<file path="src/logic/gcsd_cfg.svh">
`ifndef GCSD_CFG_SVH
`define GCSD_CFG_SVH

// ==========================================
// Register offsets
`define GCSD_OFS_SEL1_START 8'h5C
`define GCSD_OFS_SEL1_CTRL 8'h5D
`define GCSD_OFS_SEL2_START 8'h5E
`define GCSD_OFS_SEL2_CTRL 8'h5F
`define GCSD_OFS_AUX_CFG 8'h60
`define GCSD_OFS_STATUS 8'h61

// ==========================================
// Reset values
`define GCSD_RST_START 8'h00
`define GCSD_RST_CTRL 8'h00
`define GCSD_RST_AUX 8'h00

// ==========================================
// Control register fields
`define GCSD_F_MERGE_SEL2 7
`define GCSD_F_MERGE_PROG 6
`define GCSD_F_POL 5
`define GCSD_F_AV 4
`define GCSD_F_SIZE_LSB 0
`define GCSD_SEL2_CTRL_MASK 8'h7F

// ==========================================
// Auxiliary configuration fields
`define GCSD_F_SEL1_XMODE 0
`define GCSD_F_SEL2_XMODE 1
`define GCSD_F_PRIO 2
`define GCSD_F_SEL1_STR_LSB 4
`define GCSD_F_SEL2_STR_LSB 6

// ==========================================
// Size codes and address geometry
`define GCSD_SZ_OFF 4'h0
`define GCSD_SZ_LAST 4'h9
`define GCSD_SZ_WIN1 4'hA
`define GCSD_SZ_WIN2 4'hB
`define GCSD_LOG_BASE 5'h0A
`define GCSD_LOG_MAX 5'h13
`define GCSD_START_LSB 11
`define GCSD_CPU_TOP 15
`define GCSD_EXP_TOP 18

`endif

</file>
<file path="src/logic/gcsd_pkg.sv">
`include "gcsd_cfg.svh"

package gcsd_pkg;

  typedef logic [3:0] gcsd_size_t;
  typedef logic [7:0] gcsd_byte_t;
  typedef logic [1:0] gcsd_stretch_t;
  typedef logic [4:0] gcsd_log_t;

  typedef enum {
    GCSD_REG_S1A, GCSD_REG_S1C, GCSD_REG_S2A, GCSD_REG_S2C,
    GCSD_REG_AUX, GCSD_REG_STAT, GCSD_REG_NONE
  } gcsd_reg_t;

  // Log2 of the range size for a size code
  function automatic gcsd_log_t gcsd_size_log(input gcsd_size_t code);
    if (code <= `GCSD_SZ_LAST) begin
      gcsd_size_log = 5'(code) + `GCSD_LOG_BASE;
    end else begin
      gcsd_size_log = `GCSD_LOG_MAX;
    end
  endfunction

  // Register select from a bus address
  function automatic gcsd_reg_t gcsd_reg_decode(input gcsd_byte_t a);
    case (a)
      `GCSD_OFS_SEL1_START: gcsd_reg_decode = GCSD_REG_S1A;
      `GCSD_OFS_SEL1_CTRL: gcsd_reg_decode = GCSD_REG_S1C;
      `GCSD_OFS_SEL2_START: gcsd_reg_decode = GCSD_REG_S2A;
      `GCSD_OFS_SEL2_CTRL: gcsd_reg_decode = GCSD_REG_S2C;
      `GCSD_OFS_AUX_CFG: gcsd_reg_decode = GCSD_REG_AUX;
      `GCSD_OFS_STATUS: gcsd_reg_decode = GCSD_REG_STAT;
      default: gcsd_reg_decode = GCSD_REG_NONE;
    endcase
  endfunction

endpackage

</file>
<file path="src/logic/gcsd_range_match.sv">
`timescale 1ns/100ps
`default_nettype none
`include "gcsd_cfg.svh"

module gcsd_range_match
  import gcsd_pkg::*;
(
  input wire logic [3:0] size_code,
  input wire logic [7:0] start_bits,
  input wire logic exp_mode,
  input wire logic [15:0] cpu_addr,
  input wire logic [18:0] exp_addr,
  input wire logic win1_hit,
  input wire logic win2_hit,
  output logic hit
);

  // ==========================================
  // Per-bit compare above the size boundary
  gcsd_log_t lg;
  logic [7:0] diff;

  assign lg = gcsd_size_log(size_code);

  for (genvar gi = 0; gi < 8; gi++) begin : g_bit
    localparam int B = `GCSD_START_LSB + gi;
    logic abit;
    logic care;
    if (B <= `GCSD_CPU_TOP) begin : g_cpu
      // CPU bit or expansion bit by mode
      assign abit = exp_mode ? exp_addr[B] : cpu_addr[B];
      assign care = (5'(B) >= lg);
    end else begin : g_exp
      // Above bit 15 only expansion mode compares
      assign abit = exp_addr[B];
      assign care = exp_mode && (5'(B) >= lg);
    end
    assign diff[gi] = care & (abit ^ start_bits[gi]);
  end

  // ==========================================
  // Size code selects disable, window or range
  always_comb begin
    case (size_code)
      `GCSD_SZ_OFF: hit = 1'b0;
      `GCSD_SZ_WIN1: hit = win1_hit;
      `GCSD_SZ_WIN2: hit = win2_hit;
      default: hit = ~|diff;
    endcase
  end

endmodule // gcsd_range_match

`default_nettype wire

</file>
<file path="src/logic/gcsd_decoder.sv">
// Overview of operation
// - Select asserts for whole address-valid time, or only while E is high.
// - Each select has its own polarity bit: one high, zero low.
// - Size code zero disables; codes one to nine 2K..512K; twelve up act 512K.
// - Size codes ten and eleven follow window one or window two, any bank.
// - Start register holds address bits 18..11; clears on reset.
// - Only bits above the range size compare, up to 15 or 18 by mode.
// - Merge bit ORs select one's decode into select two's pin.
// - Select one program-merge bit ORs its decode into the program pin.
// - Select two program-merge bit ORs its decode into the program pin.
// - Select two never drives select one's pin.
// - Select one sent to program: own pin idle, no merge into two.
// - Select two sent to program: its pin idle; select one keeps own pin.
// - All three merge bits: program pin covers all, general pins idle.
// - Merged priority: select one over two; program over both unless priority bit is high.
// - Top bit of select two control is absent and reads zero.
// - Each select offers a stretch of zero to three E cycles in range.
// - Per-select mode bit picks CPU or expansion address compare.
// - Priority bit puts general selects above or below program; on-chip wins.
//
// Design decision made here: the strobed register port.
`timescale 1ns/100ps
`default_nettype none
`include "gcsd_cfg.svh"

module gcsd_decoder
  import gcsd_pkg::*;
#(
  parameter int REG_ADDR_W = 8
) (
  input wire logic ref_clk,
  input wire logic rst,
  input wire logic clk_en,
  input wire logic [REG_ADDR_W-1:0] reg_addr,
  input wire logic [7:0] reg_wdata,
  input wire logic reg_wr,
  input wire logic reg_rd,
  output logic [7:0] reg_rdata,
  input wire logic [15:0] cpu_addr,
  input wire logic [18:0] exp_addr,
  input wire logic addr_valid,
  input wire logic e_high,
  input wire logic win1_hit,
  input wire logic win2_hit,
  input wire logic onchip_hit,
  input wire logic io_select_hit,
  input wire logic program_range_hit,
  output logic gp_select1_out,
  output logic gp_select2_out,
  output logic program_select_out,
  output logic [1:0] stretch_cycles
);

  // ==========================================
  // Parameter check
  if (REG_ADDR_W < 8) begin : g_chk
    $error("gcsd_decoder: REG_ADDR_W too small for register map");
  end

  // ==========================================
  // Register state
  gcsd_byte_t sel1_start_r;
  gcsd_byte_t sel1_ctrl_r;
  gcsd_byte_t sel2_start_r;
  gcsd_byte_t sel2_ctrl_r;
  gcsd_byte_t aux_cfg_r;
  gcsd_byte_t status_r;
  gcsd_byte_t rdata_nxt;
  gcsd_reg_t reg_sel;

  // Wider addresses alias nothing; upper bits must be zero
  gcsd_byte_t addr_lo;
  logic addr_hi_ok;

  assign addr_lo = reg_addr[7:0];
  assign addr_hi_ok = (reg_addr >> 8) == '0;
  assign reg_sel = addr_hi_ok ? gcsd_reg_decode(addr_lo) : GCSD_REG_NONE;

  // ==========================================
  // Write strobe and shared write decode
  logic wr_stb;

  // Frozen clock enable blocks every write
  assign wr_stb = clk_en & reg_wr;

  // Write hit for one register of the map
  function automatic logic wr_hit(input gcsd_reg_t sel, input gcsd_reg_t which, input logic stb);
    wr_hit = stb && (sel == which);
  endfunction

  // ==========================================
  // Control fields
  logic sel1_merge_into_sel2;
  logic sel1_merge_into_program;
  logic sel2_merge_into_program;
  logic sel1_polarity;
  logic sel2_polarity;
  logic sel1_addr_valid_timing;
  logic sel2_addr_valid_timing;
  gcsd_size_t sel1_size_code;
  gcsd_size_t sel2_size_code;
  logic sel1_expansion_addr_mode;
  logic sel2_expansion_addr_mode;
  logic gp_over_program_priority;
  gcsd_stretch_t sel1_stretch;
  gcsd_stretch_t sel2_stretch;

  assign sel1_merge_into_sel2 = sel1_ctrl_r[`GCSD_F_MERGE_SEL2];
  assign sel1_merge_into_program = sel1_ctrl_r[`GCSD_F_MERGE_PROG];
  assign sel2_merge_into_program = sel2_ctrl_r[`GCSD_F_MERGE_PROG];
  assign sel1_polarity = sel1_ctrl_r[`GCSD_F_POL];
  assign sel2_polarity = sel2_ctrl_r[`GCSD_F_POL];
  assign sel1_addr_valid_timing = sel1_ctrl_r[`GCSD_F_AV];
  assign sel2_addr_valid_timing = sel2_ctrl_r[`GCSD_F_AV];
  assign sel1_size_code = sel1_ctrl_r[`GCSD_F_SIZE_LSB +: 4];
  assign sel2_size_code = sel2_ctrl_r[`GCSD_F_SIZE_LSB +: 4];
  assign sel1_expansion_addr_mode = aux_cfg_r[`GCSD_F_SEL1_XMODE];
  assign sel2_expansion_addr_mode = aux_cfg_r[`GCSD_F_SEL2_XMODE];
  assign gp_over_program_priority = aux_cfg_r[`GCSD_F_PRIO];
  assign sel1_stretch = aux_cfg_r[`GCSD_F_SEL1_STR_LSB +: 2];
  assign sel2_stretch = aux_cfg_r[`GCSD_F_SEL2_STR_LSB +: 2];

  // ==========================================
  // Register writes

  // Select one start address
  always_ff @(posedge ref_clk or posedge rst) begin
    if (rst) begin
      sel1_start_r <= `GCSD_RST_START;
    end else if (wr_hit(reg_sel, GCSD_REG_S1A, wr_stb)) begin
      sel1_start_r <= reg_wdata;
    end
  end

  // Select one control
  always_ff @(posedge ref_clk or posedge rst) begin
    if (rst) begin
      sel1_ctrl_r <= `GCSD_RST_CTRL;
    end else if (wr_hit(reg_sel, GCSD_REG_S1C, wr_stb)) begin
      sel1_ctrl_r <= reg_wdata;
    end
  end

  // Select two start address
  always_ff @(posedge ref_clk or posedge rst) begin
    if (rst) begin
      sel2_start_r <= `GCSD_RST_START;
    end else if (wr_hit(reg_sel, GCSD_REG_S2A, wr_stb)) begin
      sel2_start_r <= reg_wdata;
    end
  end

  // Select two control, top bit held at zero
  always_ff @(posedge ref_clk or posedge rst) begin
    if (rst) begin
      sel2_ctrl_r <= `GCSD_RST_CTRL;
    end else if (wr_hit(reg_sel, GCSD_REG_S2C, wr_stb)) begin
      sel2_ctrl_r <= reg_wdata & `GCSD_SEL2_CTRL_MASK;
    end
  end

  // Mode, priority and stretch settings
  always_ff @(posedge ref_clk or posedge rst) begin
    if (rst) begin
      aux_cfg_r <= `GCSD_RST_AUX;
    end else if (wr_hit(reg_sel, GCSD_REG_AUX, wr_stb)) begin
      aux_cfg_r <= reg_wdata;
    end
  end

  // ==========================================
  // Range decode for both selects
  logic sel1_range;
  logic sel2_range;

  gcsd_range_match u_match1 (
    .size_code(sel1_size_code),
    .start_bits(sel1_start_r),
    .exp_mode(sel1_expansion_addr_mode),
    .cpu_addr(cpu_addr),
    .exp_addr(exp_addr),
    .win1_hit(win1_hit),
    .win2_hit(win2_hit),
    .hit(sel1_range)
  );

  gcsd_range_match u_match2 (
    .size_code(sel2_size_code),
    .start_bits(sel2_start_r),
    .exp_mode(sel2_expansion_addr_mode),
    .cpu_addr(cpu_addr),
    .exp_addr(exp_addr),
    .win1_hit(win1_hit),
    .win2_hit(win2_hit),
    .hit(sel2_range)
  );

  // ==========================================
  // Priority among on-chip, I/O, program and general
  logic higher_hit;
  logic prog_blocks_gp;
  logic sel1_win;
  logic sel2_win;
  logic prog_win;

  // On-chip resources and I/O select outrank all three
  assign higher_hit = onchip_hit | io_select_hit;
  // Program wins over general selects when priority bit is low
  assign prog_blocks_gp = program_range_hit & ~gp_over_program_priority;
  // Select one outranks select two where ranges overlap
  assign sel1_win = sel1_range & ~higher_hit & ~prog_blocks_gp;
  assign sel2_win = sel2_range & ~sel1_range & ~higher_hit & ~prog_blocks_gp;
  // General selects push program aside when priority bit is high
  assign prog_win = program_range_hit & ~higher_hit
                    & ~(gp_over_program_priority & (sel1_range | sel2_range));

  // ==========================================
  // Timing qualification
  logic sel1_timed;
  logic sel2_timed;
  logic prog_timed;

  // Address-valid timing or E-high only
  assign sel1_timed = sel1_win & addr_valid & (sel1_addr_valid_timing | e_high);
  assign sel2_timed = sel2_win & addr_valid & (sel2_addr_valid_timing | e_high);
  // Program select is fixed to address-valid timing
  assign prog_timed = prog_win & addr_valid;

  // ==========================================
  // Merge routing
  logic sel1_to_prog;
  logic sel1_to_sel2;
  logic sel1_own_pin;
  logic sel2_own_pin;
  logic pin1_active;
  logic pin2_active;
  logic prog_active;

  // Program merge of select one overrides its other paths
  assign sel1_to_prog = sel1_merge_into_program;
  // Merge into two is void when either is sent to program
  assign sel1_to_sel2 = sel1_merge_into_sel2 & ~sel1_merge_into_program
                        & ~sel2_merge_into_program;
  // Select one keeps its own pin unless routed elsewhere
  assign sel1_own_pin = ~sel1_to_prog & ~sel1_to_sel2;
  // Select two pin idle when routed to program
  assign sel2_own_pin = ~sel2_merge_into_program;

  // Select one pin never sees select two
  assign pin1_active = sel1_timed & sel1_own_pin;
  assign pin2_active = sel2_own_pin & (sel2_timed | (sel1_timed & sel1_to_sel2));
  assign prog_active = prog_timed
                       | (sel1_timed & sel1_to_prog)
                       | (sel2_timed & sel2_merge_into_program);

  // ==========================================
  // Pin levels after polarity
  logic gp_select1_nxt;
  logic gp_select2_nxt;
  logic program_select_nxt;

  // Polarity bit one gives active high
  assign gp_select1_nxt = ~(pin1_active ^ sel1_polarity);
  assign gp_select2_nxt = ~(pin2_active ^ sel2_polarity);
  // Program pin is fixed active low
  assign program_select_nxt = ~prog_active;

  // ==========================================
  // Output pins, one flip-flop each

  // Select one pin, idle high out of reset
  always_ff @(posedge ref_clk or posedge rst) begin
    if (rst) begin
      gp_select1_out <= 1'b1;
    end else if (clk_en) begin
      gp_select1_out <= gp_select1_nxt;
    end
  end

  // Select two pin, idle high out of reset
  always_ff @(posedge ref_clk or posedge rst) begin
    if (rst) begin
      gp_select2_out <= 1'b1;
    end else if (clk_en) begin
      gp_select2_out <= gp_select2_nxt;
    end
  end

  // Program pin, idle high out of reset
  always_ff @(posedge ref_clk or posedge rst) begin
    if (rst) begin
      program_select_out <= 1'b1;
    end else if (clk_en) begin
      program_select_out <= program_select_nxt;
    end
  end

  // ==========================================
  // Stretch request for the access in range
  always_ff @(posedge ref_clk or posedge rst) begin
    if (rst) begin
      stretch_cycles <= 2'h0;
    end else if (clk_en) begin
      if (sel1_win & addr_valid) begin
        stretch_cycles <= sel1_stretch;
      end else if (sel2_win & addr_valid) begin
        stretch_cycles <= sel2_stretch;
      end else begin
        stretch_cycles <= 2'h0;
      end
    end
  end

  // ==========================================
  // Status capture of decode results
  // Bits: program pin, pin two, pin one, program win, ranges
  always_ff @(posedge ref_clk or posedge rst) begin
    if (rst) begin
      status_r <= 8'h00;
    end else if (clk_en) begin
      status_r <= {2'h0, prog_active, pin2_active, pin1_active,
                   prog_win, sel2_range, sel1_range};
    end
  end

  // ==========================================
  // Read mux
  always_comb begin
    case (reg_sel)
      GCSD_REG_S1A: rdata_nxt = sel1_start_r;
      GCSD_REG_S1C: rdata_nxt = sel1_ctrl_r;
      GCSD_REG_S2A: rdata_nxt = sel2_start_r;
      GCSD_REG_S2C: rdata_nxt = sel2_ctrl_r & `GCSD_SEL2_CTRL_MASK;
      GCSD_REG_AUX: rdata_nxt = aux_cfg_r;
      GCSD_REG_STAT: rdata_nxt = status_r;
      default: rdata_nxt = 8'h00;
    endcase
  end

  // Read data stand one cycle after the strobe only
  always_ff @(posedge ref_clk or posedge rst) begin
    if (rst) begin
      reg_rdata <= 8'h00;
    end else if (clk_en) begin
      reg_rdata <= reg_rd ? rdata_nxt : 8'h00;
    end
  end

endmodule // gcsd_decoder

`default_nettype wire

</file>
<file path="config.mk">
export PLATFORM = sky130hd
export DESIGN_NAME = gcsd_decoder
export DESIGN_NICKNAME = d
export VERILOG_FILES = /design/src/logic/gcsd_pkg.sv /design/src/logic/gcsd_range_match.sv /design/src/logic/gcsd_decoder.sv
export VERILOG_INCLUDE_DIRS = /design/src /design/src/logic
export SDC_FILE = /design/constraint.sdc
export NUM_CORES = 1
export LEC_CHECK = 0
export BUFFER_PORTS_ARGS = -buffer_cell sky130_fd_sc_hd__buf_2
export CORE_ASPECT_RATIO = 1.25
export CORE_UTILIZATION = 55
export DETAILED_ROUTE_END_ITERATION = 7
export PLACE_DENSITY = 0.81
export SYNTH_ARGS = -nofsm -noshare
export SYNTH_HDL_FRONTEND = slang
export SYNTH_HIERARCHICAL = 1
export SYNTH_SLANG_ARGS = --single-unit
</file>
<file path="constraint.sdc">
create_clock -name ref_clk -period 7.1 [get_ports ref_clk]
set_clock_uncertainty 0.2 [all_clocks]
set_input_delay 1.42 -clock ref_clk [delete_from_list [all_inputs] [get_ports ref_clk]]
set_output_delay 1.42 -clock ref_clk [all_outputs]
set_load 0.02 [all_outputs]
</file>
==> results by stage <==
Global route:
- The aggregate global routing overflow is 0.
- The number of global-route vias before repair is 2675.
- The global-route usage over all layers is 0.276.
- The largest net degree at the start of global routing is 59.
- The initial antenna violation count is 0.
- The global-route wire length before repair is 13400 um.

STA:
- After layout, the worst setup slack is 3260 ps.
- The minimum period implied by the final worst setup slack is 3840 ps.
- The post-route setup TNS is 0 ps.
- The top achievable clock speed is 260 MHz.
- The final max-slew violation count was 0.
- The worst max-slew margin expressed relative to the limit is 0.479.
- Setup repair after global routing left no endpoint under its margin.
- Setup violations remaining at the end of the flow were counted as 0.
- At the pin with the least slew margin, the transition time is 777 ps.
- The hold violation total from the final report is 0.
- On the final layout, the worst hold slack is 277 ps.
- Of the available clock period, the critical path in the final layout requires 0.541.

Synth:
- For this run, the number of Yosys warnings is 6.
- The biggest area contributor in the post-synthesis netlist is dfrtp_1.
- The sequential-to-total area share from yosys stat is 0.428.
- The proportion of netlist area held by the largest area contributor is 0.405.
- The flip-flop cell with the highest count after synthesis is dfrtp_1.
- In the post-synthesis netlist, the cell with the most instances is dfrtp_1.
- The synthesized cell area is 3400 um2.
- By area the synthesized netlist is led by dfrtp_1 (41%), mux2_2 (13%), mux2i_1 (5.0%).
- The post-synthesis instance total is 296.
- The number of storage elements in the synthesis netlist is 58.
- Counting every net in the synthesized netlist gives 361.
- After synthesis, the netlist uses 59 different library cells.
- The synthesized design contains 0 enable-type register cells.
- The synthesized area per cell is 11.5 um2.
- The share of async-settable or async-resettable flops after synthesis is 1.00.
- By count the netlist is led by dfrtp_1 (55), mux2_2 (39), mux2i_1 (17).

Power and ir drop:
- For this design the total switching power over the nets is 176 uW.
- The internal power is 518 uW.
- The leakage component of the power is 0.00171 uW.
- The share of total power dissipated in combinational logic is 0.108.
- The register share of total power is 0.505.
- The maximum vdd drop is 0.000114 V.
- After layout, the design draws a total of 694 uW.
- The cell area power density is 179 nW/um2.
- Of the total power, the clock network draws 0.388.
- The switching portion of total power is 0.253.

Finish:
- After the last flow step, the layout net total stands at 415.
- The fraction of final layout cells sized beyond drive strength 1 is 0.361.
- The repair_antennas step left the layout with diodes totalling 0.
- Relative to the synthesized area, the layout overhead comes to 13.8%.
- The core utilization of the finished layout is 0.660.

Worst hold path:
- The worst hold path belongs to the class reg -> reg.

CTS:
- The clock root buffer is clkbuf_8.
- The post-CTS repair timing setup buffer count is 0.
- The total clock buffers created by CTS is 9.
- TritonCTS built the clock tree.
- The clock transition time at the flip-flop clock pins of the worst setup and hold paths is 50 ps.
- Hold repair after CTS inserted 0 buffers.
- At the later pin of the worst-skew pair, clock insertion delay measures 350 ps.
- The H-tree level count is 3.
- In this run the deepest clock path goes through 2 buffers.
- In this run, post-CTS repair resized a total of 0 instances.
- The tree built by TritonCTS fans out to 58 sinks.

Worst setup path:
- The largest fanout of any net on the critical path is 6.
- The critical path launch point type is a primary input.
- The type of the setup path with the least slack is in -> reg.
- The worst setup path is captured at a flop.
- Data arrives at the worst endpoint at 3880 ps.
- The required time of the critical path is 7140 ps.

Floorplan:
- The total number of placement rows is 31.
- The width of the die is 72.3 um.
- The height of the die is 89.9 um.
- The initial utilization of the core area, before any placement, comes to 0.580.
- The overall die area is 6500 um2.
- The area of the placeable core is 5860 um2.
- The top-level I/O count is 76.

Place:
- The quantity of I/O buffers inserted on ports is 53.
- The global placement routability congestion is 0.920.
- The placed wire-length estimate after detailed placement is 5980 um.
- Before CTS, the worst setup slack after placement is 3000 ps.

Routing:
- The number of nets with antenna violations after routing is 0.
- The first TritonRoute pass finished after 5 iterations.
- In the final routed layout, each cell accounts on average for 18.7 um.
- In the routed design, unresolved DRC markers number 0.
- After the first detailed-routing iteration, the DRC count stood at 199.
- The detailed-route via count is 2694.
- Wires add up to 8170 um.
- Using the TritonRoute via totals, the vias-per-cell ratio works out to 6.16.

Outcome:
- The flow ran to the end, and the final reports show no timing, DRC or antenna violations.

Flow run:
- The reported max-cap violation count is 0.
[per-layer routing]
| metal | part of all wire | global-route usage | vias up |
|---|---|---|---|
| li1 | - | - | 1240 |
| met1 | 0.42 | 0.357 | 1333 |
| met2 | 0.51 | 0.439 | 101 |
| met3 | 0.048 | 0.0516 | 20 |
| met4 | 0.026 | 0.137 | 0 |
| met5 | 0 | 0 | - |
[critical path, stage by stage]
cell and delay [ps]:
buf_2 120, xnor2_1 320, nand4_1 180, a221oi_1 310, o311ai_1 150, a21oi_1 500, o21a_1 250, a32oi_1 150
o31a_1 260, o31ai_1 220
[power groups by stage]
stage / Combinational, uW / Clock, uW / Sequential, uW
after floorplan: 46.3 / 0 / 354
after global routing: 82.5 / 288 / 351
after detailed placement: 74.7 / 0 / 356
after global placement: 72.6 / 0 / 355
after CTS: 74.9 / 274 / 350
final: 74.6 / 269 / 350
[placed cells by master, fill, tap and decap left out, types with 6 or more instances in the layout]
| cell type | count |
|---|---|
| clkbuf_8 | 11 |
| xnor2_1 | 16 |
| buf_2 | 53 |
| nand2b_1 | 8 |
| nand2_1 | 12 |
| a21oi_1 | 6 |
| dfrtp_1 | 55 |
| o21ai_0 | 11 |
| o2bb2ai_1 | 12 |
| inv_1 | 15 |
| o32ai_1 | 6 |
| mux2i_1 | 17 |
| nor2_1 | 8 |
| mux2_2 | 39 |
[flip-flops by register name (all words and copies together), names as in the netlist, 2 cells and up]
signal / cells
sel1_ctrl_r: 8
sel1_start_r: 8
status_r: 6
aux_cfg_r: 8
stretch_cycles: 2
sel2_ctrl_r: 7
sel2_start_r: 8
reg_rdata: 8
[logic make-up after synthesis]
kind of cell             Yosys count  share of synthesized area
AO/OA/AOI/OAI                     71                      0.158
multiplexers                      61                      0.204
flip-flops                        58                      0.428
AND/OR/NAND/NOR                   57                      0.114
buffers and inverters             29                     0.0420
XOR/XNOR                          18                     0.0464
adder cells (fa/ha/maj)            2                    0.00737
[layout make-up]
cell class              count  area, um2
multi-input cells         209       1800
repair buffers             54        273
clock buffers              16        170
well taps                  82        103
inverters                  18       67.6
flip-flops and latches     58       1460
fillers                   457       1990
[worst paths after layout]
path,startpoint,to,slack (ps),depth (start not counted)
worst max-delay path,exp_addr[18],gp_select2_out$_DFFE_PP1P_,3260,10
worst min-delay path,program_select_out$_DFFE_PP1P_,program_select_out$_DFFE_PP1P_,280,2
max in group asynchronous,rst,reg_rdata[7]$_DFFE_PP0P_,5150,3
worst min register to register,program_select_out$_DFFE_PP1P_,program_select_out$_DFFE_PP1P_,280,2
worst max register to register,sel2_ctrl_r[1]$_DFFE_PP0P_,gp_select2_out$_DFFE_PP1P_,3850,11
min in group asynchronous,rst,sel1_ctrl_r[7]$_DFFE_PP0P_,1080,3
[through the flow]
step | cells | area [um2]
5_1_grt | 437 | 3870
3_5_place_dp | 421 | 3700
3_3_place_gp | 421 | 3700
2_1_floorplan | 296 | 3400
6_report | 437 | 3870
4_1_cts | 437 | 3870
No activity file was read; power rests on OpenSTA's default activity.
